$ cat src/include/ubc_trace_pkg.sv
// Purpose: Shared constants for the break counter, branch trace and space-id block
// Assumes: APB with 32-bit data, one aligned word per register
// Notes:   Offsets are byte addresses
package ubc_trace_pkg;
    // Bus geometry
    localparam int          ADDR_W        = 8;
    localparam int          DATA_W        = 32;
    // Register byte offsets
    localparam logic [7:0]  OFS_CTRL      = 8'h00;
    localparam logic [7:0]  OFS_COUNT     = 8'h04;
    localparam logic [7:0]  OFS_SRC_TRACE = 8'h08;
    localparam logic [7:0]  OFS_DST_TRACE = 8'h0C;
    localparam logic [7:0]  OFS_SPACE_A   = 8'h10;
    localparam logic [7:0]  OFS_SPACE_B   = 8'h14;
    // Control field positions
    localparam int          CTRL_COUNT_EN_BIT = 0;
    localparam int          CTRL_TRACE_EN_BIT = 11;
    localparam int          CTRL_MASK_B_BIT   = 20;
    localparam int          CTRL_MASK_A_BIT   = 21;
    localparam logic [31:0] CTRL_WRITE_MASK   = 32'h0030_0801;
    localparam logic [31:0] CTRL_RESET        = 32'h0000_0000;
    // Execution count field
    localparam int          COUNT_W       = 12;
    localparam logic [11:0] COUNT_RESET   = 12'h000;
    localparam logic [11:0] COUNT_ONE     = 12'h001;
    // Trace entry layout
    localparam int          TRACE_ADDR_W  = 28;
    localparam int          PTR_W         = 3;
    localparam int          VALID_BIT     = 31;
    localparam int          PTR_LSB       = 28;
    localparam logic [2:0]  PTR_ODD_STEP  = 3'h2;
    // Space identifier
    localparam int          SPACE_W       = 8;
    // Queue depth
    localparam int          TRACE_DEPTH   = 8;
endpackage

$ cat src/design/break_count_branch_trace_asid.sv
// Purpose: Channel B execution-count break, eight-deep branch trace queues,
//          per-channel space-id compare, reached over APB
// Assumes: Core-side inputs are on I_CLOCK; manual reset is a synchronous level
// Notes:   Trace reads pop the oldest valid entry
//
// How it works
// - Power-on reset zeroes the execution count
// - Enabled channel B hits decrement a nonzero count
// - Break only when hit with count one
// - Count has twelve bits, upper twenty zero
// - Largest count is 4095
// - Source entry keeps last fetch address
// - Source entry keeps decode buffer pointer
// - Odd pointer means buffer is pointer plus two
// - Source valid sets on capture, clears on read
// - Manual reset clears only trace valid flags
// - Eight source entries shift on each traced branch
// - Destination entry keeps first fetch after branch
// - Destination valid sets on capture, clears on read
// - Destination bits 30 to 28 read zero
// - Eight destination entries shift with source
// - Channel A space id, eight bits, unreset
// - Channel B space id, eight bits, unreset
// - Control bit 0 enables count break
// - Control bit 21 skips channel A id
// - Control bit 20 skips channel B id
// - Control bit 11 enables branch tracing
//
// The register addresses and the APB register port were decided locally.
`timescale 1ns/10ps
`default_nettype none

module break_count_branch_trace_asid #(
    parameter int DEPTH = ubc_trace_pkg::TRACE_DEPTH
) (
    // Clock and power-on reset
    input  wire logic                                 I_CLOCK,
    input  wire logic                                 I_RESET_N,
    // Manual reset from the core, active low level
    input  wire logic                                 I_MANUAL_RESET_N,
    // APB slave
    input  wire logic                                 I_PSEL,
    input  wire logic                                 I_PENABLE,
    input  wire logic                                 I_PWRITE,
    input  wire logic [ubc_trace_pkg::ADDR_W-1:0]     I_PADDR,
    input  wire logic [ubc_trace_pkg::DATA_W-1:0]     I_PWDATA,
    output logic      [ubc_trace_pkg::DATA_W-1:0]     O_PRDATA,
    output logic                                      O_PREADY,
    output logic                                      O_PSLVERR,
    // Bus-cycle match events from the core
    input  wire logic                                 I_CHAN_A_MATCH,
    input  wire logic                                 I_CHAN_B_MATCH,
    input  wire logic [ubc_trace_pkg::SPACE_W-1:0]    I_BUS_SPACE_ID,
    // Branch events from the core
    input  wire logic                                 I_BRANCH,
    input  wire logic [ubc_trace_pkg::TRACE_ADDR_W-1:0] I_SRC_FETCH_ADDR,
    input  wire logic [ubc_trace_pkg::PTR_W-1:0]      I_LAST_EXEC_BUFFER,
    input  wire logic [ubc_trace_pkg::TRACE_ADDR_W-1:0] I_DST_FETCH_ADDR,
    // Break request to the core
    output logic                                      O_USER_BREAK,
    output logic                                      O_CHAN_A_HIT,
    output logic                                      O_CHAN_B_HIT
);
    import ubc_trace_pkg::*;

    localparam int IDX_W = $clog2(DEPTH);

    // Elaboration check on the queue depth
    if (DEPTH < 2 || DEPTH > 64) begin : g_bad_depth
        $error("DEPTH must lie between 2 and 64");
    end

    ////////////////////////////////////////////////////////////////////////////
    // Storage
    logic [31:0]             ctrl;
    logic [COUNT_W-1:0]      exec_count_break_counter;   // Up to 4095
    logic [SPACE_W-1:0]      break_space_id_a;
    logic [SPACE_W-1:0]      break_space_id_b;
    logic [TRACE_ADDR_W-1:0] source_fetch_addr [DEPTH];
    logic [PTR_W-1:0]        decode_buffer_pointer [DEPTH];
    logic [TRACE_ADDR_W-1:0] destination_fetch_addr [DEPTH];
    logic [DEPTH-1:0]        source_entry_valid;
    logic [DEPTH-1:0]        destination_entry_valid;
    logic [31:0]             prdata;

    ////////////////////////////////////////////////////////////////////////////
    // Bus decode
    wire        setup_phase = I_PSEL & ~I_PENABLE;
    wire        access_phase = I_PSEL & I_PENABLE;
    wire        hit_ctrl = (I_PADDR == OFS_CTRL);
    wire        hit_count = (I_PADDR == OFS_COUNT);
    wire        hit_src = (I_PADDR == OFS_SRC_TRACE);
    wire        hit_dst = (I_PADDR == OFS_DST_TRACE);
    wire        hit_space_a = (I_PADDR == OFS_SPACE_A);
    wire        hit_space_b = (I_PADDR == OFS_SPACE_B);
    wire        mapped = hit_ctrl | hit_count | hit_src | hit_dst | hit_space_a | hit_space_b;
    wire        wr_strobe = access_phase & I_PWRITE;
    wire        rd_take = setup_phase & ~I_PWRITE;
    wire        src_pop = rd_take & hit_src;
    wire        dst_pop = rd_take & hit_dst;

    // Zero-wait slave; unmapped addresses answer with an error
    assign O_PREADY  = 1'b1;
    assign O_PSLVERR = access_phase & ~mapped;
    assign O_PRDATA  = prdata;

    ////////////////////////////////////////////////////////////////////////////
    // Control fields
    wire count_break_enable   = ctrl[CTRL_COUNT_EN_BIT];
    wire branch_trace_enable  = ctrl[CTRL_TRACE_EN_BIT];
    wire chan_a_space_id_mask = ctrl[CTRL_MASK_A_BIT];
    wire chan_b_space_id_mask = ctrl[CTRL_MASK_B_BIT];

    ////////////////////////////////////////////////////////////////////////////
    // Channel conditions with space-id compare
    wire space_a_equal = (I_BUS_SPACE_ID == break_space_id_a);
    wire space_b_equal = (I_BUS_SPACE_ID == break_space_id_b);
    wire chan_a_cond = I_CHAN_A_MATCH & (chan_a_space_id_mask | space_a_equal);
    wire chan_b_cond = I_CHAN_B_MATCH & (chan_b_space_id_mask | space_b_equal);

    ////////////////////////////////////////////////////////////////////////////
    // Execution count break
    wire count_at_one = (exec_count_break_counter == COUNT_ONE);
    wire count_at_zero = (exec_count_break_counter == COUNT_RESET);
    wire count_step = count_break_enable & chan_b_cond & ~count_at_zero;
    wire chan_b_break = count_break_enable ? (chan_b_cond & count_at_one)
                                           : chan_b_cond;
    wire count_write = wr_strobe & hit_count;
    // Software write takes priority over a decrement in the same cycle
    wire [COUNT_W-1:0] next_count = count_write ? I_PWDATA[COUNT_W-1:0]
                                  : count_step  ? exec_count_break_counter - COUNT_ONE
                                  : exec_count_break_counter;

    assign O_CHAN_A_HIT = chan_a_cond;
    assign O_CHAN_B_HIT = chan_b_cond;
    assign O_USER_BREAK = chan_a_cond | chan_b_break;

    ////////////////////////////////////////////////////////////////////////////
    // Oldest valid entry of each queue, the one a read pops
    logic [IDX_W-1:0] src_oldest;
    logic [IDX_W-1:0] dst_oldest;
    always_comb begin
        src_oldest = IDX_W'(DEPTH - 1);
        dst_oldest = IDX_W'(DEPTH - 1);
        for (int i = 0; i < DEPTH; i++) begin
            if (source_entry_valid[i]) begin
                src_oldest = IDX_W'(i);
            end
            if (destination_entry_valid[i]) begin
                dst_oldest = IDX_W'(i);
            end
        end
    end

    // Read views of the entries
    wire [31:0] src_word = {source_entry_valid[src_oldest],
                            decode_buffer_pointer[src_oldest],
                            source_fetch_addr[src_oldest]};
    wire [31:0] dst_word = {destination_entry_valid[dst_oldest], 3'h0,
                            destination_fetch_addr[dst_oldest]};

    ////////////////////////////////////////////////////////////////////////////
    // Valid flags: a read clears, then a branch shifts and sets entry 0
    wire              capture = I_BRANCH & branch_trace_enable;
    wire [DEPTH-1:0]  src_one = {{(DEPTH-1){1'b0}}, 1'b1};
    wire [DEPTH-1:0]  src_after_read = source_entry_valid
                                       & ~(src_pop ? (src_one << src_oldest) : '0);
    wire [DEPTH-1:0]  dst_after_read = destination_entry_valid
                                       & ~(dst_pop ? (src_one << dst_oldest) : '0);
    wire [DEPTH-1:0]  next_src_valid = capture ? {src_after_read[DEPTH-2:0], 1'b1}
                                               : src_after_read;
    wire [DEPTH-1:0]  next_dst_valid = capture ? {dst_after_read[DEPTH-2:0], 1'b1}
                                               : dst_after_read;

    // Buffer number to decode pointer: odd buffers store buffer minus two
    wire [PTR_W-1:0]  next_pointer = I_LAST_EXEC_BUFFER[0]
                                   ? I_LAST_EXEC_BUFFER - PTR_ODD_STEP
                                   : I_LAST_EXEC_BUFFER;

    // Read data selection
    wire [31:0] read_mux = hit_ctrl    ? ctrl
                         : hit_count   ? {20'h0_0000, exec_count_break_counter}
                         : hit_src     ? src_word
                         : hit_dst     ? dst_word
                         : hit_space_a ? {24'h00_0000, break_space_id_a}
                         : hit_space_b ? {24'h00_0000, break_space_id_b}
                         : 32'h0000_0000;

    ////////////////////////////////////////////////////////////////////////////
    // Control and counter, cleared by power-on reset
    always_ff @(posedge I_CLOCK or negedge I_RESET_N) begin
        if (!I_RESET_N) begin
            ctrl                     <= CTRL_RESET;
            exec_count_break_counter <= COUNT_RESET;
            prdata                   <= 32'h0000_0000;
        end else begin
            if (wr_strobe && hit_ctrl) begin
                ctrl <= I_PWDATA & CTRL_WRITE_MASK;
            end
            exec_count_break_counter <= next_count;
            if (rd_take) begin
                prdata <= read_mux;
            end
        end
    end

    // Valid flags, cleared by either reset
    always_ff @(posedge I_CLOCK or negedge I_RESET_N) begin
        if (!I_RESET_N) begin
            source_entry_valid      <= '0;
            destination_entry_valid <= '0;
        end else if (!I_MANUAL_RESET_N) begin
            source_entry_valid      <= '0;
            destination_entry_valid <= '0;
        end else begin
            source_entry_valid      <= next_src_valid;
            destination_entry_valid <= next_dst_valid;
        end
    end

    // Space-id registers keep their contents across resets
    always_ff @(posedge I_CLOCK) begin
        if (wr_strobe && hit_space_a) begin
            break_space_id_a <= I_PWDATA[SPACE_W-1:0];
        end
        if (wr_strobe && hit_space_b) begin
            break_space_id_b <= I_PWDATA[SPACE_W-1:0];
        end
    end

    // Trace payload queues, no reset, shift on every traced branch
    always_ff @(posedge I_CLOCK) begin
        if (capture) begin
            source_fetch_addr[0]      <= I_SRC_FETCH_ADDR;
            decode_buffer_pointer[0]  <= next_pointer;
            destination_fetch_addr[0] <= I_DST_FETCH_ADDR;
            for (int i = 1; i < DEPTH; i++) begin
                source_fetch_addr[i]      <= source_fetch_addr[i-1];
                decode_buffer_pointer[i]  <= decode_buffer_pointer[i-1];
                destination_fetch_addr[i] <= destination_fetch_addr[i-1];
            end
        end
    end

endmodule

`default_nettype wire

$ cat config.mk
export PLATFORM = sky130hd
export DESIGN_NAME = break_count_branch_trace_asid
export DESIGN_NICKNAME = d
export VERILOG_FILES = /design/src/include/ubc_trace_pkg.sv /design/src/design/break_count_branch_trace_asid.sv
export SDC_FILE = /design/constraint.sdc
export NUM_CORES = 1
export LEC_CHECK = 0
export BUFFER_PORTS_ARGS = -buffer_cell sky130_fd_sc_hd__buf_2
export CAP_MARGIN = 20
export CORE_MARGIN = 5
export CORE_UTILIZATION = 52
export CTS_CLUSTER_DIAMETER = 200
export DETAILED_ROUTE_END_ITERATION = 10
export GPL_ROUTABILITY_DRIVEN = 0
export MAX_ROUTING_LAYER = met4
export PLACE_DENSITY = 0.73
export SYNTH_ARGS = -nofsm -noshare
export SYNTH_HDL_FRONTEND = slang
export SYNTH_SLANG_ARGS = --single-unit
$ cat constraint.sdc
create_clock -name I_CLOCK -period 32.1 [get_ports I_CLOCK]
set_input_delay 8.025 -clock I_CLOCK [delete_from_list [all_inputs] [get_ports I_CLOCK]]
set_output_delay 8.025 -clock I_CLOCK [all_outputs]
set_load 0.005 [all_outputs]
==> summary.md <==
| Metric | Value |
|---|---|
| Status | completed |
| Placed insts | roughly 2.1k |
| Slew @ Worst Pin | about 1.2 ns |
| Die Width | 217 um |
| Post-detailed-route count of antenna-violating nets | 0 |
| Yosys top cell by area | edfxtp_1 |
| Total negative slack for setup checks | 0 ns |
| Fraction of layout cells with a size suffix above 1 | ~16% |
| Fin. Hold Viols | 0 |
| Minimum setup slack among reg-to-reg paths | approximately 28 ns |
| Register-to-Register Path Depth | 7 |
| Utilization after layout | about 60% |
| Number of port buffers | around 130 |
| Vias | approximately 14k |
| Final period demand of the worst path | about 17 ns |
| Wire length per cell | roughly 22 um |
| Net count after synthesis | about 1.6k |
| CTS-repair resized insts | 0 |
| Top post-synthesis cells by area | edfxtp_1, dfrtp_1, nand2_1, mux2i_1, o221ai_1 |
| Antenna violations before repair | 1 |
| Share of the synthesized area in the top cell type | between 60% and 70% |
| Number of buffers created by CTS | 56 |
| Largest net degree at the start of global routing | around 220 |
| Leak | approximately 8.6 nW |
| Final-report setup violation count | 0 |
| Synthesized-area fraction occupied by ao, oa, aoi and oai cells | 12.1% |
| Post-placement setup slack | around 15 ns |
| Die Outline Area | 0.0470 mm^2 |
| Largest family of logic cells by synthesized area | compound AO/OA/AOI/OAI gates |
| Drt initial violations | approximately 1.7k |
| Register bit total from synthesis | ~550 |
| Total power draw | 1.48 mW |
| Most instantiated library cell after synthesis | edfxtp_1 |
| Number of buffers inserted by hold repair at cts | 0 |
| Final worst setup slack | 14.70 ns |
| Routed vias/inst | ~6 |
| Setup Skew | 0.0177 ns |
| Global-route wire length before repair | approximately 76 mm |
| Number of search-and-repair iterations in the first detailed-routing pass | 5 |
| Capture endpoint of the worst hold path | source_fetch_addr[5][5]$_DFFE_PP_ |
| Count of different cell masters after synthesis | 75 |
| Post-Synthesis Cell Area | about 0.022 mm^2 |
| Slew HR | 19.7% |
| Top-Level Pins | ~150 |
| Remaining global-route overflow | 0 |
| Dpl cell area | between 0.02 and 0.025 mm^2 |
| Total routed wirelength | 49.0 mm |
| Number of standard cells in the final layout excluding fillers | 2221 |
| Async set-or-reset flop fraction in the synthesized netlist | around 12% |
| Endpoint of the worst register-to-register path | O_PRDATA[5]$_DFFE_PN0P_ |
| Share of the synthesized netlist area taken by xor and xnor gates | under 10% |
| Post-synthesis simple-gate area fraction | 8.40% |
| Cell at the root of the clock tree | clkbuf_16 |
| Overall fraction of global-route tracks in use | a little over a fifth |
| Share of synthesized area occupied by flip-flops and latches | between 70 and 80% |
| Area of all placed cells without fillers | 0.0253 mm^2 |
| Vias in the first global route | 13.2k |
| Remaining design rule violation count | 0 |
| Final net count | between 1.5k and 2k |
| Count of cells along the worst hold path | 0 |
| Die height | roughly 220 um |
| Most used flip-flop cell after synthesis | edfxtp_1 |
| Worst Setup Start Kind | input pin |
| DP HPWL | roughly 30 mm |
| Period utilization | a little over half |
| TritonCTS clock tree | done |
| # rows | between 70 and 80 |
| Most instantiated cells after synthesis | edfxtp_1, nand2_1, nor2_1 |
| Initial Util | 52.7% |
| Synthesized-area fraction occupied by adder cells | less than 1% |
| Final Slew Violations | 0 |
| Core Footprint | between 0.04 and 0.05 mm^2 |
| Count of flip-flops with a built-in enable after synthesis | just under 500 |
| PwrDens | around 58 mW/mm^2 |
| Post-synthesis cell count | 1517 |
| Htree depth | 2 |
| Worst endpoint required time | ~24 ns |
| Critical Setup Path Class | in -> out |
| Hold path startpoint | source_fetch_addr[4][5]$_DFFE_PP_ |
| VDD IR max | roughly 0.000035 V |
| Setup crit end kind | primary output |
| Maximum fanout along the worst path | 4 |
| Max-Cap Viols | 0 |
| Setup repair after global routing missed its margin | false |
| Setup fix buffers added after clock tree synthesis | 0 |
| Later-pin clock latency in the skew report | around 0.60 ns |
| Average footprint of a synthesized cell | 14.6 um^2 |
| Data arrival time of the worst path | 9.38 ns |
| Layout fillers | 3148 |
| Upper clock frequency limit | between 50 and 60 MHz |
| Share of synthesized area spent on multiplexers | ~2.8% |
| Hold Slack | 0.438 ns |
| Min-delay worst type | reg -> reg |
| CTS clock-pin slew for the worst setup and hold paths | about 0.06 ns |
| Area Overhead vs Synth | 13.7% |
| Launching point of the worst reg2reg path | destination_entry_valid[1]$_DFF_PN0_ |
| Number of buffers between clock root and the deepest sink | 3 |
| Ys Warns | 0 |
| Number of clock sinks seen by CTS | between 500 and 600 |
[flip-flops by register name, summed over array words and instances (netlist names)]
signal and count:
destination_fetch_addr 224, source_fetch_addr 224, O_PRDATA 32, decode_buffer_pointer 24
exec_count_break_counter 12, break_space_id_a 8, break_space_id_b 8, destination_entry_valid 8
source_entry_valid 8, ctrl 4
[cell families after synthesis]
logic type / count (synthesis)
AO/OA/AOI/OAI: 349
XOR/XNOR: 30
adder cells (fa/ha/maj): 2
buffers and inverters: 109
flip-flops: 552
multiplexers: 61
other: 1
AND/OR/NAND/NOR: 413
[report_power, final]
group | total [mW] | internal, mW | switching (mW) | leakage [nW]
clock | 0.658 | 0.394 | 0.265 | 0.921
combinational | 0.0335 | 0.0126 | 0.0209 | 2.45
sequential | 0.783 | 0.780 | 0.00367 | 5.25
total | 1.48 | 1.19 | 0.289 | 8.62
[worst max-delay path by stage]
stage,start,endpoint,slack [ns],cells past startpoint
global route,I_BUS_SPACE_ID[7],O_USER_BREAK,14.59,7
finish,I_BUS_SPACE_ID[7],O_USER_BREAK,14.70,7
floorplan,I_BRANCH,source_entry_valid[2]$_DFF_PN0_,9.29,5
detailed placement,I_BUS_SPACE_ID[7],O_USER_BREAK,14.76,7
CTS,I_BUS_SPACE_ID[7],O_USER_BREAK,14.76,7
global placement,I_BUS_SPACE_ID[7],O_USER_BREAK,14.79,7
[cell usage in the layout, fill, tap and decap left out, types with 5 or more instances in the layout]
master,n
a2111oi_0,52
a2111oi_1,5
a2111oi_4,5
a211oi_1,16
a21boi_0,6
a21oi_1,20
a221oi_1,6
a31oi_1,59
and2_1,5
and3_1,11
buf_2,133
buf_4,23
bufinv_16,5
clkbuf_1,15
clkbuf_16,60
clkbuf_8,6
clkinv_1,7
clkinv_2,6
dfrtp_1,64
edfxtp_1,488
inv_1,11
mux2_2,6
mux2i_1,55
nand2_1,183
nand2b_1,6
nand3_1,14
nor2_1,127
nor2b_1,6
nor3_1,16
nor4_1,9
o211ai_1,9
o21ai_0,45
o221ai_1,60
o22ai_1,17
o31ai_1,6
o32ai_1,7
xnor2_1,6
xor2_1,24
[layout make-up]
type / count / area, um^2 / area share [%]
Clock buffer: 81 / 1640 / 6.49
Sequential cell: 552 / 16300 / 64.4
Tap cell: 539 / 674 / 2.67
Antenna cell: 1 / 2.50 / 0.00991
Multi-Input combinational cell: 856 / 5520 / 21.9
Timing Repair Buffer: 159 / 875 / 3.46
Clock inverter: 21 / 238 / 0.941
Inverter: 12 / 52.6 / 0.208
[critical path: stages]
cell and delay [ns]:
buf_2 0.12, xor2_1 0.14, nor4_1 0.31, a21oi_1 0.18, nor2b_1 0.35, a21o_1 0.16, buf_2 0.10
[metal layers]
layer | global-route usage [%] | vias to the layer above | wire length, um | share of wire, %
met1 | 31.3 | 6795 | 21700 | 44
met5 | - | - | 0 | 0
met4 | 7.65 | 0 | 1710 | 3.5
met2 | 29.8 | 534 | 22100 | 45
met3 | 3.35 | 105 | 3470 | 7.1
li1 | - | 6207 | - | -
(Power assumes the default switching activity.)
